File: src/rtl/dps_pkg.sv
// Constants, register map and carriers of the drive position status block.
// Assumes a 250 MHz device clock and an APB master with 32-bit data.
package dps_pkg;

  // ==========================================================================
  // Register map (byte addresses).
  localparam logic [7:0] ADDR_CTRL    = 8'h00;
  localparam logic [7:0] ADDR_TARGET  = 8'h04;
  localparam logic [7:0] ADDR_VEL     = 8'h08;
  localparam logic [7:0] ADDR_RAMP    = 8'h0c;
  localparam logic [7:0] ADDR_WIN     = 8'h10;
  localparam logic [7:0] ADDR_TOL     = 8'h14;
  localparam logic [7:0] ADDR_CFG     = 8'h18;
  localparam logic [7:0] ADDR_STAT_LO = 8'h20;
  localparam logic [7:0] ADDR_STAT_HI = 8'h24;

  // ==========================================================================
  // Control field positions.
  localparam int CW_ENABLE = 0;
  localparam int CW_ESTOP  = 2;
  localparam int CW_EXTFLT = 3;
  localparam int CW_FCLR   = 7;
  localparam int CW_DO1    = 14;
  localparam int CW_DO0    = 15;
  localparam int B2_AUTO   = 0;
  localparam int B2_START  = 1;
  localparam int B2_OVR    = 2;
  localparam int B2_FEED   = 3;
  localparam int B2_ABS    = 4;
  localparam int CFG_SERVO = 0;
  localparam int CFG_DCB   = 1;
  localparam int CFG_OFFL  = 2;

  // ==========================================================================
  // Reset values and limits.
  localparam logic [31:0] RST_VEL   = 32'h0001_0000;
  localparam logic [15:0] RST_RAMP  = 16'h0010;
  localparam logic [15:0] RST_WIN   = 16'h0010;
  localparam logic [15:0] RST_TOL   = 16'h1000;
  localparam logic [2:0]  RST_CFG   = 3'h1;
  localparam logic signed [31:0] VEL_MAX = 32'sh5000_0000;
  localparam logic signed [31:0] VEL_MIN = -32'sh5000_0000;
  localparam logic [31:0] TORQUE_STEP = 32'h0040_0000;

  // ==========================================================================
  // Timing.
  localparam int EVAL_TIME_NS = 1000000;
  localparam int CLK_PERIOD_NS = 4;
  localparam int EVAL_CYC = EVAL_TIME_NS / CLK_PERIOD_NS;
  localparam int TICK_W = 18;
  localparam logic [7:0] INIT_CYC  = 8'h10;
  localparam logic [7:0] DCB_TICKS = 8'h64;

  // ==========================================================================
  // Carriers.
  typedef struct packed {
    logic [7:0]  b3;
    logic [7:0]  b2;
    logic [15:0] w01;
  } dps_ctrl_t;

  typedef struct packed {
    logic [31:0] pos;
    logic [7:0]  b3;
    logic [7:0]  b2;
    logic [15:0] w01;
  } dps_status_t;

  typedef enum logic [2:0] {
    ST_INIT, ST_OFF, ST_RUN, ST_STOP, ST_ESTOP, ST_DCB
  } dps_state_t;

endpackage : dps_pkg

File: src/rtl/dps_status.sv
// Drive position status word assembly and general control functions.
// Assumes APB from the host, encoder values on the device clock and
// asynchronous digital pins that are synchronised here.
//
// Our own choices: the placing of the registers and the APB register port.
`timescale 1ns/100ps
module dps_status #(
  parameter int unsigned EVAL_CYCLES = dps_pkg::EVAL_CYC
) (
  input  wire logic               mclk_in,
  input  wire logic               rst_in,
  input  wire logic               psel_in,
  input  wire logic               penable_in,
  input  wire logic               pwrite_in,
  input  wire logic [7:0]         paddr_in,
  input  wire logic [31:0]        pwdata_in,
  output logic [31:0]             prdata_out,
  output logic                    pready_out,
  output logic                    pslverr_out,
  input  wire logic               hardware_enable_input_in,
  input  wire logic [3:0]         digital_input_in,
  input  wire logic               net_started_in,
  input  wire logic signed [31:0] measured_position_in,
  input  wire logic signed [31:0] measured_speed_in,
  output logic                    digital_output_0_out,
  output logic                    digital_output_1_out,
  output logic                    power_stage_on_out,
  output dps_pkg::dps_status_t    status_word_out
);

  // ==========================================================================
  // Pin synchronisers.
  logic [4:0] pin_s1;
  logic [4:0] pin_s2;
  always_ff @(posedge mclk_in) begin
    pin_s1 <= {hardware_enable_input_in, digital_input_in};
    pin_s2 <= pin_s1;
  end
  wire       hw_en = pin_s2[4];
  wire [3:0] din   = pin_s2[3:0];

  // ==========================================================================
  // Registers.
  dps_pkg::dps_ctrl_t ctrl;
  logic [31:0]        target;
  logic signed [31:0] vel_ref;
  logic               vel_clamped;
  logic [15:0]        stop_ramp;
  logic [15:0]        still_win;
  logic [15:0]        follow_tol;
  logic               cfg_servo;
  logic               cfg_dcb;
  logic               offl_chg;

  wire setup = psel_in & ~penable_in;
  wire wr    = psel_in & penable_in & pwrite_in;
  wire hit_ctrl = paddr_in == dps_pkg::ADDR_CTRL;
  wire hit_tgt  = paddr_in == dps_pkg::ADDR_TARGET;
  wire hit_vel  = paddr_in == dps_pkg::ADDR_VEL;
  wire hit_ramp = paddr_in == dps_pkg::ADDR_RAMP;
  wire hit_win  = paddr_in == dps_pkg::ADDR_WIN;
  wire hit_tol  = paddr_in == dps_pkg::ADDR_TOL;
  wire hit_cfg  = paddr_in == dps_pkg::ADDR_CFG;
  wire hit_slo  = paddr_in == dps_pkg::ADDR_STAT_LO;
  wire hit_shi  = paddr_in == dps_pkg::ADDR_STAT_HI;
  wire hit_any  = hit_ctrl | hit_tgt | hit_vel | hit_ramp | hit_win
                | hit_tol | hit_cfg | hit_slo | hit_shi;

  wire signed [31:0] wvel = $signed(pwdata_in);
  wire wvel_hi = wvel > dps_pkg::VEL_MAX;
  wire wvel_lo = wvel < dps_pkg::VEL_MIN;
  wire reinit_go;

  assign pready_out  = 1'b1;
  assign pslverr_out = psel_in & penable_in & ~hit_any;

  always_ff @(posedge mclk_in) begin
    if (rst_in) begin
      ctrl        <= '0;
      target      <= '0;
      vel_ref     <= dps_pkg::RST_VEL;
      vel_clamped <= 1'b0;
      stop_ramp   <= dps_pkg::RST_RAMP;
      still_win   <= dps_pkg::RST_WIN;
      follow_tol  <= dps_pkg::RST_TOL;
      cfg_servo   <= dps_pkg::RST_CFG[dps_pkg::CFG_SERVO];
      cfg_dcb     <= dps_pkg::RST_CFG[dps_pkg::CFG_DCB];
      offl_chg    <= dps_pkg::RST_CFG[dps_pkg::CFG_OFFL];
    end else begin
      if (wr && hit_ctrl) ctrl <= pwdata_in;
      if (wr && hit_tgt) target <= pwdata_in;
      if (wr && hit_vel) begin
        vel_ref     <= wvel_hi ? dps_pkg::VEL_MAX : (wvel_lo ? dps_pkg::VEL_MIN : wvel);
        vel_clamped <= wvel_hi | wvel_lo;
      end
      if (wr && hit_ramp) stop_ramp <= pwdata_in[15:0];
      if (wr && hit_win) still_win <= pwdata_in[15:0];
      if (wr && hit_tol) follow_tol <= pwdata_in[15:0];
      if (wr && hit_cfg) begin
        cfg_servo <= pwdata_in[dps_pkg::CFG_SERVO];
        cfg_dcb   <= pwdata_in[dps_pkg::CFG_DCB];
      end
      // A new offline change wins over the reinit that consumes the old one.
      if (wr && hit_cfg && pwdata_in[dps_pkg::CFG_OFFL]) offl_chg <= 1'b1;
      else if (reinit_go) offl_chg <= 1'b0;
    end
  end

  // ==========================================================================
  // Control bit decode and edge detection.
  wire en_bit   = ctrl.w01[dps_pkg::CW_ENABLE];
  wire ext_flt  = ctrl.w01[dps_pkg::CW_EXTFLT];
  wire auto_bit = ctrl.b2[dps_pkg::B2_AUTO];
  wire ovr_bit  = ctrl.b2[dps_pkg::B2_OVR];
  wire feed_ok  = ctrl.b2[dps_pkg::B2_FEED];
  wire abs_bit  = ctrl.b2[dps_pkg::B2_ABS];
  logic estop_q;
  logic fclr_q;
  logic start_q;
  always_ff @(posedge mclk_in) begin
    if (rst_in) begin
      estop_q <= 1'b0;
      fclr_q  <= 1'b0;
      start_q <= 1'b0;
    end else begin
      estop_q <= ctrl.w01[dps_pkg::CW_ESTOP];
      fclr_q  <= ctrl.w01[dps_pkg::CW_FCLR];
      start_q <= ctrl.b2[dps_pkg::B2_START];
    end
  end
  wire estop_rise = ctrl.w01[dps_pkg::CW_ESTOP] & ~estop_q;
  wire fclr_rise  = ctrl.w01[dps_pkg::CW_FCLR] & ~fclr_q;
  wire start_rise = ctrl.b2[dps_pkg::B2_START] & ~start_q;

  // ==========================================================================
  // Evaluation tick.
  logic [dps_pkg::TICK_W-1:0] tick_cnt;
  wire tick = tick_cnt == dps_pkg::TICK_W'(EVAL_CYCLES - 1);
  always_ff @(posedge mclk_in) begin
    if (rst_in || tick) tick_cnt <= '0;
    else tick_cnt <= tick_cnt + 1'b1;
  end

  // ==========================================================================
  // Fault flag; a fault request in the clear cycle keeps the fault.
  logic fault;
  always_ff @(posedge mclk_in) begin
    if (rst_in) fault <= 1'b0;
    else if (ext_flt) fault <= 1'b1;
    else if (fclr_rise) fault <= 1'b0;
  end

  // ==========================================================================
  // Power state machine.
  dps_pkg::dps_state_t state;
  dps_pkg::dps_state_t next_state;
  logic [7:0]  phase_cnt;
  logic [31:0] spd;
  logic        init_ok;
  wire can_run  = en_bit & hw_en & ~fault;
  wire ramp_off = stop_ramp == 16'h0000;
  assign reinit_go = state == dps_pkg::ST_OFF && can_run && offl_chg;

  always_comb begin
    next_state = state;
    unique case (state)
      dps_pkg::ST_INIT:
        if (phase_cnt == dps_pkg::INIT_CYC) begin
          next_state = can_run ? dps_pkg::ST_RUN : dps_pkg::ST_OFF;
        end
      dps_pkg::ST_OFF:
        if (can_run) begin
          next_state = offl_chg ? dps_pkg::ST_INIT : dps_pkg::ST_RUN;
        end
      dps_pkg::ST_RUN:
        if (fault || !hw_en) begin
          next_state = dps_pkg::ST_OFF;
        end else if (!en_bit) begin
          if (!ramp_off || cfg_servo) next_state = dps_pkg::ST_STOP;
          else if (cfg_dcb) next_state = dps_pkg::ST_DCB;
          else next_state = dps_pkg::ST_OFF;
        end else if (estop_rise) begin
          next_state = dps_pkg::ST_ESTOP;
        end
      dps_pkg::ST_STOP:
        if (fault || !hw_en || spd == 32'h0000_0000) begin
          next_state = dps_pkg::ST_OFF;
        end
      dps_pkg::ST_ESTOP:
        if (fault || !hw_en || !en_bit) begin
          next_state = dps_pkg::ST_OFF;
        end
      dps_pkg::ST_DCB:
        if (fault || !hw_en || phase_cnt == dps_pkg::DCB_TICKS) begin
          next_state = dps_pkg::ST_OFF;
        end
    endcase
  end

  always_ff @(posedge mclk_in) begin
    if (rst_in) begin
      state     <= dps_pkg::ST_INIT;
      phase_cnt <= '0;
      init_ok   <= 1'b0;
    end else begin
      state <= next_state;
      if (next_state != state) phase_cnt <= '0;
      else if (state == dps_pkg::ST_INIT || (state == dps_pkg::ST_DCB && tick))
        phase_cnt <= phase_cnt + 1'b1;
      if (state == dps_pkg::ST_INIT) init_ok <= phase_cnt == dps_pkg::INIT_CYC;
    end
  end

  wire power_on = state inside {dps_pkg::ST_RUN, dps_pkg::ST_STOP,
                                dps_pkg::ST_ESTOP, dps_pkg::ST_DCB};

  // ==========================================================================
  // Positioning jobs and profile motion.
  logic signed [31:0] prof_pos;
  logic signed [31:0] job_tgt;
  logic signed [31:0] pend_tgt;
  logic               dir_neg;
  logic               job_busy;
  logic               pend_valid;
  logic               pause;
  logic               ref_def;
  logic               reached;

  wire signed [31:0] new_tgt = abs_bit ? $signed(target) : prof_pos + $signed(target);
  wire signed [31:0] rem     = job_tgt - prof_pos;
  wire [31:0] rem_mag  = rem[31] ? 32'(-rem) : 32'(rem);
  wire [31:0] vmag     = vel_ref[31] ? 32'(-vel_ref) : 32'(vel_ref);
  wire [31:0] vint     = {16'h0000, vmag[31:16]};
  wire [31:0] decel    = (cfg_servo && ramp_off) ? dps_pkg::TORQUE_STEP
                       : {stop_ramp, 16'h0000};
  wire [31:0] spd_int  = {16'h0000, spd[31:16]};
  wire signed [31:0] move = dir_neg ? -$signed(spd_int) : $signed(spd_int);
  wire in_run   = state == dps_pkg::ST_RUN;
  wire auto_ok  = auto_bit & ref_def;
  wire want_run = in_run & job_busy & feed_ok & ~pause;

  always_ff @(posedge mclk_in) begin
    if (rst_in) begin
      prof_pos   <= '0;
      job_tgt    <= '0;
      pend_tgt   <= '0;
      dir_neg    <= 1'b0;
      spd        <= '0;
      job_busy   <= 1'b0;
      pend_valid <= 1'b0;
      pause      <= 1'b0;
      ref_def    <= 1'b0;
      reached    <= 1'b0;
    end else if (!power_on) begin
      spd        <= '0;
      job_busy   <= 1'b0;
      pend_valid <= 1'b0;
      pause      <= 1'b0;
    end else if (in_run && start_rise && !auto_bit && !job_busy) begin
      prof_pos <= '0;
      ref_def  <= 1'b1;
    end else if (in_run && start_rise && auto_ok) begin
      if (!job_busy || ovr_bit) begin
        job_busy <= 1'b1;
        job_tgt  <= new_tgt;
        reached  <= 1'b0;
      end else begin
        pend_valid <= 1'b1;
        pend_tgt   <= new_tgt;
      end
    end else if (tick) begin
      if (pause) begin
        pause <= 1'b0;
        if (pend_valid) begin
          pend_valid <= 1'b0;
          job_busy   <= 1'b1;
          job_tgt    <= pend_tgt;
          reached    <= 1'b0;
        end
      end else if (want_run && rem_mag <= vint) begin
        prof_pos <= job_tgt;
        spd      <= '0;
        job_busy <= 1'b0;
        reached  <= 1'b1;
        pause    <= 1'b1;
      end else if (want_run) begin
        spd      <= vmag;
        dir_neg  <= rem[31];
        prof_pos <= prof_pos + move;
      end else begin
        // Braking by decel (stop ramp, or TORQUE_STEP with servo and a zero ramp) while feed hold, stop or emergency stop.
        spd      <= (spd > decel) ? spd - decel : 32'h0000_0000;
        prof_pos <= prof_pos + move;
      end
    end
  end

  // ==========================================================================
  // Outputs and status word.
  wire signed [31:0] lag = prof_pos - measured_position_in;
  wire [31:0] lag_mag = lag[31] ? 32'(-lag) : 32'(lag);
  wire [31:0] mspd    = measured_speed_in[31] ? 32'(-measured_speed_in)
                      : 32'(measured_speed_in);
  wire still    = mspd < {still_win, 16'h0000};
  wire dcb_flag = state == dps_pkg::ST_DCB && !cfg_servo;

  dps_pkg::dps_status_t next_status;
  assign next_status.w01 = {din[0], din[1], din[2], din[3], 1'b0,
                            digital_output_1_out, digital_output_0_out,
                            hw_en,
                            init_ok & ~offl_chg & ~fault,
                            dcb_flag, still, power_on,
                            vel_clamped, reached,
                            net_started_in, fault};
  assign next_status.b2  = {lag_mag > {16'h0000, follow_tol},
                            2'b00, feed_ok, 1'b0, job_busy,
                            auto_ok, ref_def};
  assign next_status.b3  = 8'h00;
  assign next_status.pos = measured_position_in;

  always_ff @(posedge mclk_in) begin
    if (rst_in) begin
      status_word_out      <= '0;
      digital_output_0_out <= 1'b0;
      digital_output_1_out <= 1'b0;
      power_stage_on_out   <= 1'b0;
      prdata_out           <= '0;
    end else begin
      status_word_out      <= next_status;
      digital_output_0_out <= ctrl.w01[dps_pkg::CW_DO0];
      digital_output_1_out <= ctrl.w01[dps_pkg::CW_DO1];
      power_stage_on_out   <= power_on;
      if (setup && !pwrite_in) begin
        prdata_out <= hit_ctrl ? ctrl
                    : hit_tgt  ? target
                    : hit_vel  ? vel_ref
                    : hit_ramp ? {16'h0000, stop_ramp}
                    : hit_win  ? {16'h0000, still_win}
                    : hit_tol  ? {16'h0000, follow_tol}
                    : hit_cfg  ? {29'h0, offl_chg, cfg_dcb, cfg_servo}
                    : hit_slo  ? status_word_out[31:0]
                    : hit_shi  ? status_word_out.pos
                    : 32'h0000_0000;
      end
    end
  end
endmodule : dps_status

File: config.mk
export PLATFORM = sky130hd
export DESIGN_NAME = dps_status
export DESIGN_NICKNAME = d
export VERILOG_FILES = /design/src/rtl/dps_pkg.sv /design/src/rtl/dps_status.sv
export SDC_FILE = /design/constraint.sdc
export NUM_CORES = 1
export LEC_CHECK = 0
export ABC_AREA = 1
export BUFFER_PORTS_ARGS = -buffer_cell sky130_fd_sc_hd__buf_2
export CORE_UTILIZATION = 35
export CTS_CLUSTER_SIZE = 10
export DETAILED_ROUTE_END_ITERATION = 8
export SLEW_MARGIN = 40
export SYNTH_ARGS = -nofsm -noshare
export SYNTH_HDL_FRONTEND = slang
export SYNTH_SLANG_ARGS = --single-unit
File: constraint.sdc
create_clock -name mclk_in -period 5.9 [get_ports mclk_in]
set_input_delay 0.295 -clock mclk_in [delete_from_list [all_inputs] [get_ports mclk_in]]
set_output_delay 0.295 -clock mclk_in [all_outputs]
set_load 0.02 [all_outputs]
Word-level counts from Yosys, hierarchy flattened
Cells that the tools add are included.
Operators by class
  mux-type cells: 66
  reductions and logical operators: 58
  bitwise operators: 37
  order comparisons: 6
  $add $sub $neg: 12
  equal/unequal tests: 22
Operator list (count)
  32-bit 2-to-1 mux: 31
  32-bit negator: 4
  32-bit subtractor: 3
  32-bit adder: 2
  8-bit by 5-bit == test with 1-bit output, second input constant: 4
  32-bit by 16-bit greater-than comparator with 1-bit output: 1
  32-bit greater-than comparator: 1
  32-bit greater-than comparator, second input constant: 1
  32-bit by 16-bit less-or-equal comparator with 1-bit output: 1
  32-bit zero test: 1
  32-bit < comparator: 1
  32-bit < comparator, second input constant: 1
  16-bit negator with 32-bit output: 1
  3-bit 2-to-1 mux: 10
  1-bit 2-to-1 mux: 22
  1-bit logical AND: 19
  18-bit by 1-bit adder with 18-bit output, second input constant: 1
  18-bit == test, second input constant: 1
  3-bit case mux with 6 select lines: 1
  8-bit by 4-bit == test with 1-bit output, second input constant: 2
  8-bit by 6-bit == test with 1-bit output, second input constant: 2
  16-bit zero test: 1
  4-bit AND reduction: 4
  1-bit AND: 15
  other kinds (26): 71
Storage, ports and cells
  word-level logic and storage cells: 243
  flip-flop bits (word level): 425
  input port bits: 115

Longest topological paths before layout
  word-level depth: 11
  depth in mapped cells: 35

Worst setup path before layout
No wires, ideal clock.
  path kind: register -> register
  from: register prof_pos[1]
  to: register prof_pos[11]
  cell stages (with the launch flop): 32
  required time: 5768 ps
  setup slack: 1532 ps
  data arrival time: 4236 ps
  cells stage by stage: dfxtp_1 > inv_1 > ha_1 > nand3_2 > nand2_4 > nand2_1 > nand3_2 > nand3_2 > nand2_1 > a21oi_1 > nand2_1 > nand2_2 > buf_4 > clkbuf_1 > nand2_1 > xor2_1 > inv_1 > ha_1 > a21oi_1 > o221ai_1 > nand2_1 > nand4_1 > a21oi_1 > o21ai_0 > nor2_1 > nand2_1 > nor2_4 > buf_6 > buf_6 > nand3b_1 > nand3_1 > a21oi_1
Between the ends
  word-level cells in the longest chain between the ends: 10
RTL lines
  start, declared: RTL line dps_status.sv:219  | logic signed [31:0] prof_pos;
  start signal, assigned: RTL line dps_status.sv:281  | prof_pos <= job_tgt;
  start signal, assigned: RTL line dps_status.sv:289  | prof_pos <= prof_pos + move;
  start signal, assigned: RTL line dps_status.sv:293  | prof_pos <= prof_pos + move;
  32-bit subtractor: RTL line dps_status.sv:230  | wire signed [31:0] rem = job_tgt - prof_pos;
  32-bit negator: RTL line dps_status.sv:231  | wire [31:0] rem_mag = rem[31] ? 32'(-rem) : 32'(rem);
  32-bit 2-to-1 mux: RTL line dps_status.sv:231
  32-bit by 16-bit less-or-equal comparator with 1-bit output: RTL line dps_status.sv:280  | end else if (want_run && rem_mag <= vint) begin
  1-bit logical AND: RTL line dps_status.sv:280
  32-bit 2-to-1 mux *: RTL line dps_status.sv:280
  32-bit 2-to-1 mux *: RTL line dps_status.sv:272  | if (pause) begin
  32-bit 2-to-1 mux *: RTL line dps_status.sv:271  | end else if (tick) begin
  32-bit 2-to-1 mux *: RTL line dps_status.sv:262  | end else if (in_run && start_rise && auto_ok) begin
  32-bit 2-to-1 mux *: RTL line dps_status.sv:259  | end else if (in_run && start_rise && !auto_bit && !job_busy) begin
Mark *: on every way between the ends. The rest lies on a longest branch, timed or not. The select of a mux whose other input is x is not followed.
A chain may end at the register's enable or synchronous reset.

Worst setup path in the final report
  from: register prof_pos[5]
  to: register prof_pos[17]
Same word-level chain as after synthesis.

==> impl_summary.txt <==
----------------------------------------------------
[Synth]
  Avg Cell Area, Syn ... 6.32 um2
  Yosys cell types ... 58
  Yosys warns ... 0
  Compound-cell area share of the yosys netlist ... 0.177
  Leading register cell type out of synthesis ... sky130_fd_sc_hd__dfxtp_1
  Sequential area share after synthesis ... 0.269
  Post-synth EDFFs ... 0
  Multiplexer share of the synthesized area ... 0.000653
  Asr flop ratio synth ... 0
  Combinational family with the most area after synthesis ... simple AND/OR/NAND/NOR gates
  Cell count after synthesis ... 4,858
  Fraction of synthesized cell area in xor and xnor cells ... 0.0482
  Adder-cell area share of the yosys netlist ... 0.0832
  Netlist Area Pre-Place ... 0.0307 mm2
  Synth Register Bits ... 412
  Post-synthesis share of cell area spent on and, or, nand and nor gates ... 0.313

[Floorplanning]
  Number of standard-cell rows in the floorplan ... 108
  Die W ... 298 um
  Total Die Area ... 0.0888 mm2
  Vertical die dimension ... 298 um
  Number of top-level pins ... 216
  Core Area ... 0.0868 mm2
  Starting density of the core ... 0.354

[Global route]
  Via count of the first global-routing pass ... 30,500
  Aggregate global routing overflow ... 0
  Aggregate global-route resource usage ... 0.272
  Initial antenna violation count ... 2
  Largest net degree at the start of global routing ... 102
  First-pass GRT wire length ... 186 mm

[Setup path]
  Worst-case register-to-register setup slack ... 0.64 ns
  Reg2Reg Depth ... 31
  Endpoint of the worst-slack reg-to-reg timing path ... prof_pos[17]
  Crit path arrival time ... 5.72 ns
  Worst setup SP type ... register
  Crit Reg-Reg Startpoint ... prof_pos[5]
  Crit. End Element ... register
  Top cell by count, worst path ... sky130_fd_sc_hd__nand2_1
  Cell type of the slowest stage on the worst timing path ... sky130_fd_sc_hd__dfxtp_1
  Crit-path max FO ... 28
  Max incr delay on CP ... 0.52 ns
  Required time of the critical path ... 6.36 ns
  Kind of critical path ... register to register

[Min path]
  Endpoint, Worst Hold ... vel_ref[24]
  Hold wc startpoint ... pwdata_in[24]
  Path type of the worst min-delay path ... input pin to register
  Cell depth of the worst min-delay path ... 3

[Flow run]
  Maxcap violations ... 0

[Placed design]
  Placed wire-length estimate ... 98.5 mm
  Total of buffers placed on input and output ports ... 202
  Final RePlAce weighted congestion ... 0.996
  Total cell area at the placement stage ... 0.0329 mm2

[Power and ir drop]
  Portion of total power attributed to sequential cells ... 0.439
  Combinational cell fraction of total power ... 0.102
  Design internal power ... 4710 uW
  Clock Power Share ... 0.460
  Power, Total ... 6530 uW
  Switching power summed over all nets ... 1820 uW
  Static Leakage ... 0.0166 uW
  Power per cell area ... 187 mW/mm2
  Net switching share of the total power ... 0.279
  Peak supply drop ... 0.257 mV

[Final layout]
  Fraction of layout instances using a drive strength above 1 ... 0.0893
  Area overhead of the layout relative to synthesis ... 13.9%
  Post-route cell area ... 0.0350 mm2
  Diodes inserted ... 0
  Utilization of the core after routing ... 0.403
  Number of nets at the end of the flow ... 5,376

[Routing]
  Average via count per standard cell ... 5.34
  Average wire per standard cell ... 20.1 um
  Drt pass-1 iters ... 6
  Number of design-rule violations left by the first detailed-router iteration ... 3,425
  Drt total wl ... 125 mm
  Total DRC errors in the routed layout ... 0
  Antenna viol nets, final ... 0
  Routed vias ... 33,300

[Timing]
  Final Critical Period ... 5.26 ns
  Setup repair after global routing missed its margin ... no
  Summed negative setup slack over all endpoints ... 0 ns
  Worst setup skew after layout ... 0.0220 ns
  Slew headroom ... 0.440
  Achievable clock frequency ... 0.190 GHz
  Final count of hold timing violations ... 0
  Period utilisation layout ... 0.892
  Worst Max-Slew Pin Slew ... 0.836 ns
  Max-slew violations ... 0
  Final setup violation count ... 0
  Smallest hold slack ... 0.0341 ns

[Clocking]
  Worst-case clock buffer depth ... 3
  TritonCTS clock tree ... yes
  Latest clock arrival within the worst-skew pair ... 0.62 ns
  Setup fix buffers added after clock tree synthesis ... 0
  Clk sink count ... 412
  Htree depth ... 2
  Number of CTS-inserted buffers ... 51
  Clock input transition at the sequential cells of the worst setup and hold paths ... 0.06 ns
  CTS root buffer ... sky130_fd_sc_hd__clkbuf_16

[Status]
  Outcome ... completed

----------------------------------------------------
[stage by stage]
step / cells / setup WS [ns]
finish: 6237 / 0.637
global route: 6237 / 0.131
CTS: 6237 / 0.646
detailed placement: 6115 / 0.694
global placement: 6115 / 0.846
floorplan: 4869 / 1.53
[power by group through the flow]
stage / combinational [uW] / clock, uW / sequential [uW]
final: 664 / 3000 / 2870
after global routing: 729 / 3130 / 2870
after CTS: 653 / 3030 / 2860
after detailed placement: 626 / 0 / 2920
after global placement: 621 / 0 / 2930
after floorplan: 380 / 0 / 2920
[timing repair]
item / in CTS / in global routing
hold endpoints to repair: 48 / 0
resized for setup: 0 / 0
hold buffers: 47 / 0
endpoints found under the setup margin: 0 / 0
[flip-flops by register name (all words and copies together), names as in the netlist, 18 cells and up]
name	flops
target	32
prof_pos	32
pend_tgt	32
prdata_out	32
tick_cnt	18
spd	32
job_tgt	32
status_word_out	52
ctrl	30
vel_ref	32
[kinds of logic after synthesis]
| logic type | Yosys count |
|---|---|
| adders and majority gates | 201 |
| AOI/OAI and AO/OA | 988 |
| xor gates and xnor gates | 168 |
| other | 2 |
| buffers and inverters | 848 |
| and+or+nand+nor | 2237 |
| DFF | 412 |
| muxes | 2 |
[worst max-delay path by stage]
| stage | start | endpoint | slack [ns] | cells after the start |
|---|---|---|---|---|
| final | prof_pos[5] | prof_pos[17] | 0.64 | 31 |
| after global routing | prof_pos[7] | prof_pos[30] | 0.13 | 32 |
| after CTS | prof_pos[5] | prof_pos[17] | 0.65 | 31 |
| after detailed placement | prof_pos[5] | prof_pos[17] | 0.69 | 31 |
| after global placement | prof_pos[7] | prof_pos[0] | 0.85 | 32 |
| after floorplan | prof_pos[1] | prof_pos[11] | 1.53 | 31 |
[layout by cell type, fill, tap and decap left out, types with 51 or more instances in the layout]
| cell | instances |
|---|---|
| sky130_fd_sc_hd__ha_1 | 196 |
| sky130_fd_sc_hd__nand4_1 | 98 |
| sky130_fd_sc_hd__nor3_1 | 70 |
| sky130_fd_sc_hd__a21oi_1 | 511 |
| sky130_fd_sc_hd__xnor2_1 | 60 |
| sky130_fd_sc_hd__inv_1 | 639 |
| sky130_fd_sc_hd__nand3_1 | 271 |
| sky130_fd_sc_hd__nor2_1 | 479 |
| sky130_fd_sc_hd__o21ai_0 | 304 |
| sky130_fd_sc_hd__nand2_1 | 1154 |
| sky130_fd_sc_hd__clkbuf_16 | 51 |
| sky130_fd_sc_hd__dfxtp_1 | 412 |
| sky130_fd_sc_hd__buf_2 | 201 |
| sky130_fd_sc_hd__xor2_1 | 107 |
| sky130_fd_sc_hd__buf_4 | 65 |
[cell usage after synthesis (all sizes together), types with 18 or more instances]
cell | n | area, um2
nor2 | 510 | 2000
xnor2 | 60 | 526
nand4 | 100 | 647
or2 | 21 | 131
ha | 196 | 2450
o21ai | 310 | 1550
a32o | 18 | 180
inv | 662 | 2480
nand2 | 1174 | 4470
o211ai | 20 | 150
o21a | 23 | 173
nand3 | 278 | 1430
nor4 | 28 | 181
nor3 | 76 | 395
xor2 | 108 | 953
nand3b | 34 | 255
a21oi | 513 | 2570
dfxtp | 412 | 8250
clkbuf | 131 | 492
buf | 46 | 309
[worst max-delay path: cells and delay by family (launching register included)]
family                     cells  cell delay, ns
AOI/OAI and AO/OA              7            1.14
xor gates and xnor gates       1            0.18
adders and majority gates      2            0.67
buffers and inverters          4            0.60
DFF                            1            0.52
and+or+nand+nor               17            2.00
[metal layers]
layer / wire (um) / vias to the layer above / share of wire / track usage
met4: 4870 / 0 / 0.039 / 0.0999
met3: 10100 / 196 / 0.081 / 0.0432
met2: 54900 / 1284 / 0.44 / 0.430
met1: 55300 / 15500 / 0.44 / 0.370
li1: - / 16300 / - / -
met5: 0 / - / 0 / 0
[cell type report]
class	instances	area, um2
fillers	9439	51800
multi-input cells	3609	19200
flip-flops and latches	412	8250
inverters	671	2530
repair buffers	315	1990
well taps	1155	1450
clock buffers	63	1350
clock inverters	12	176
(Power assumes the default switching activity.)
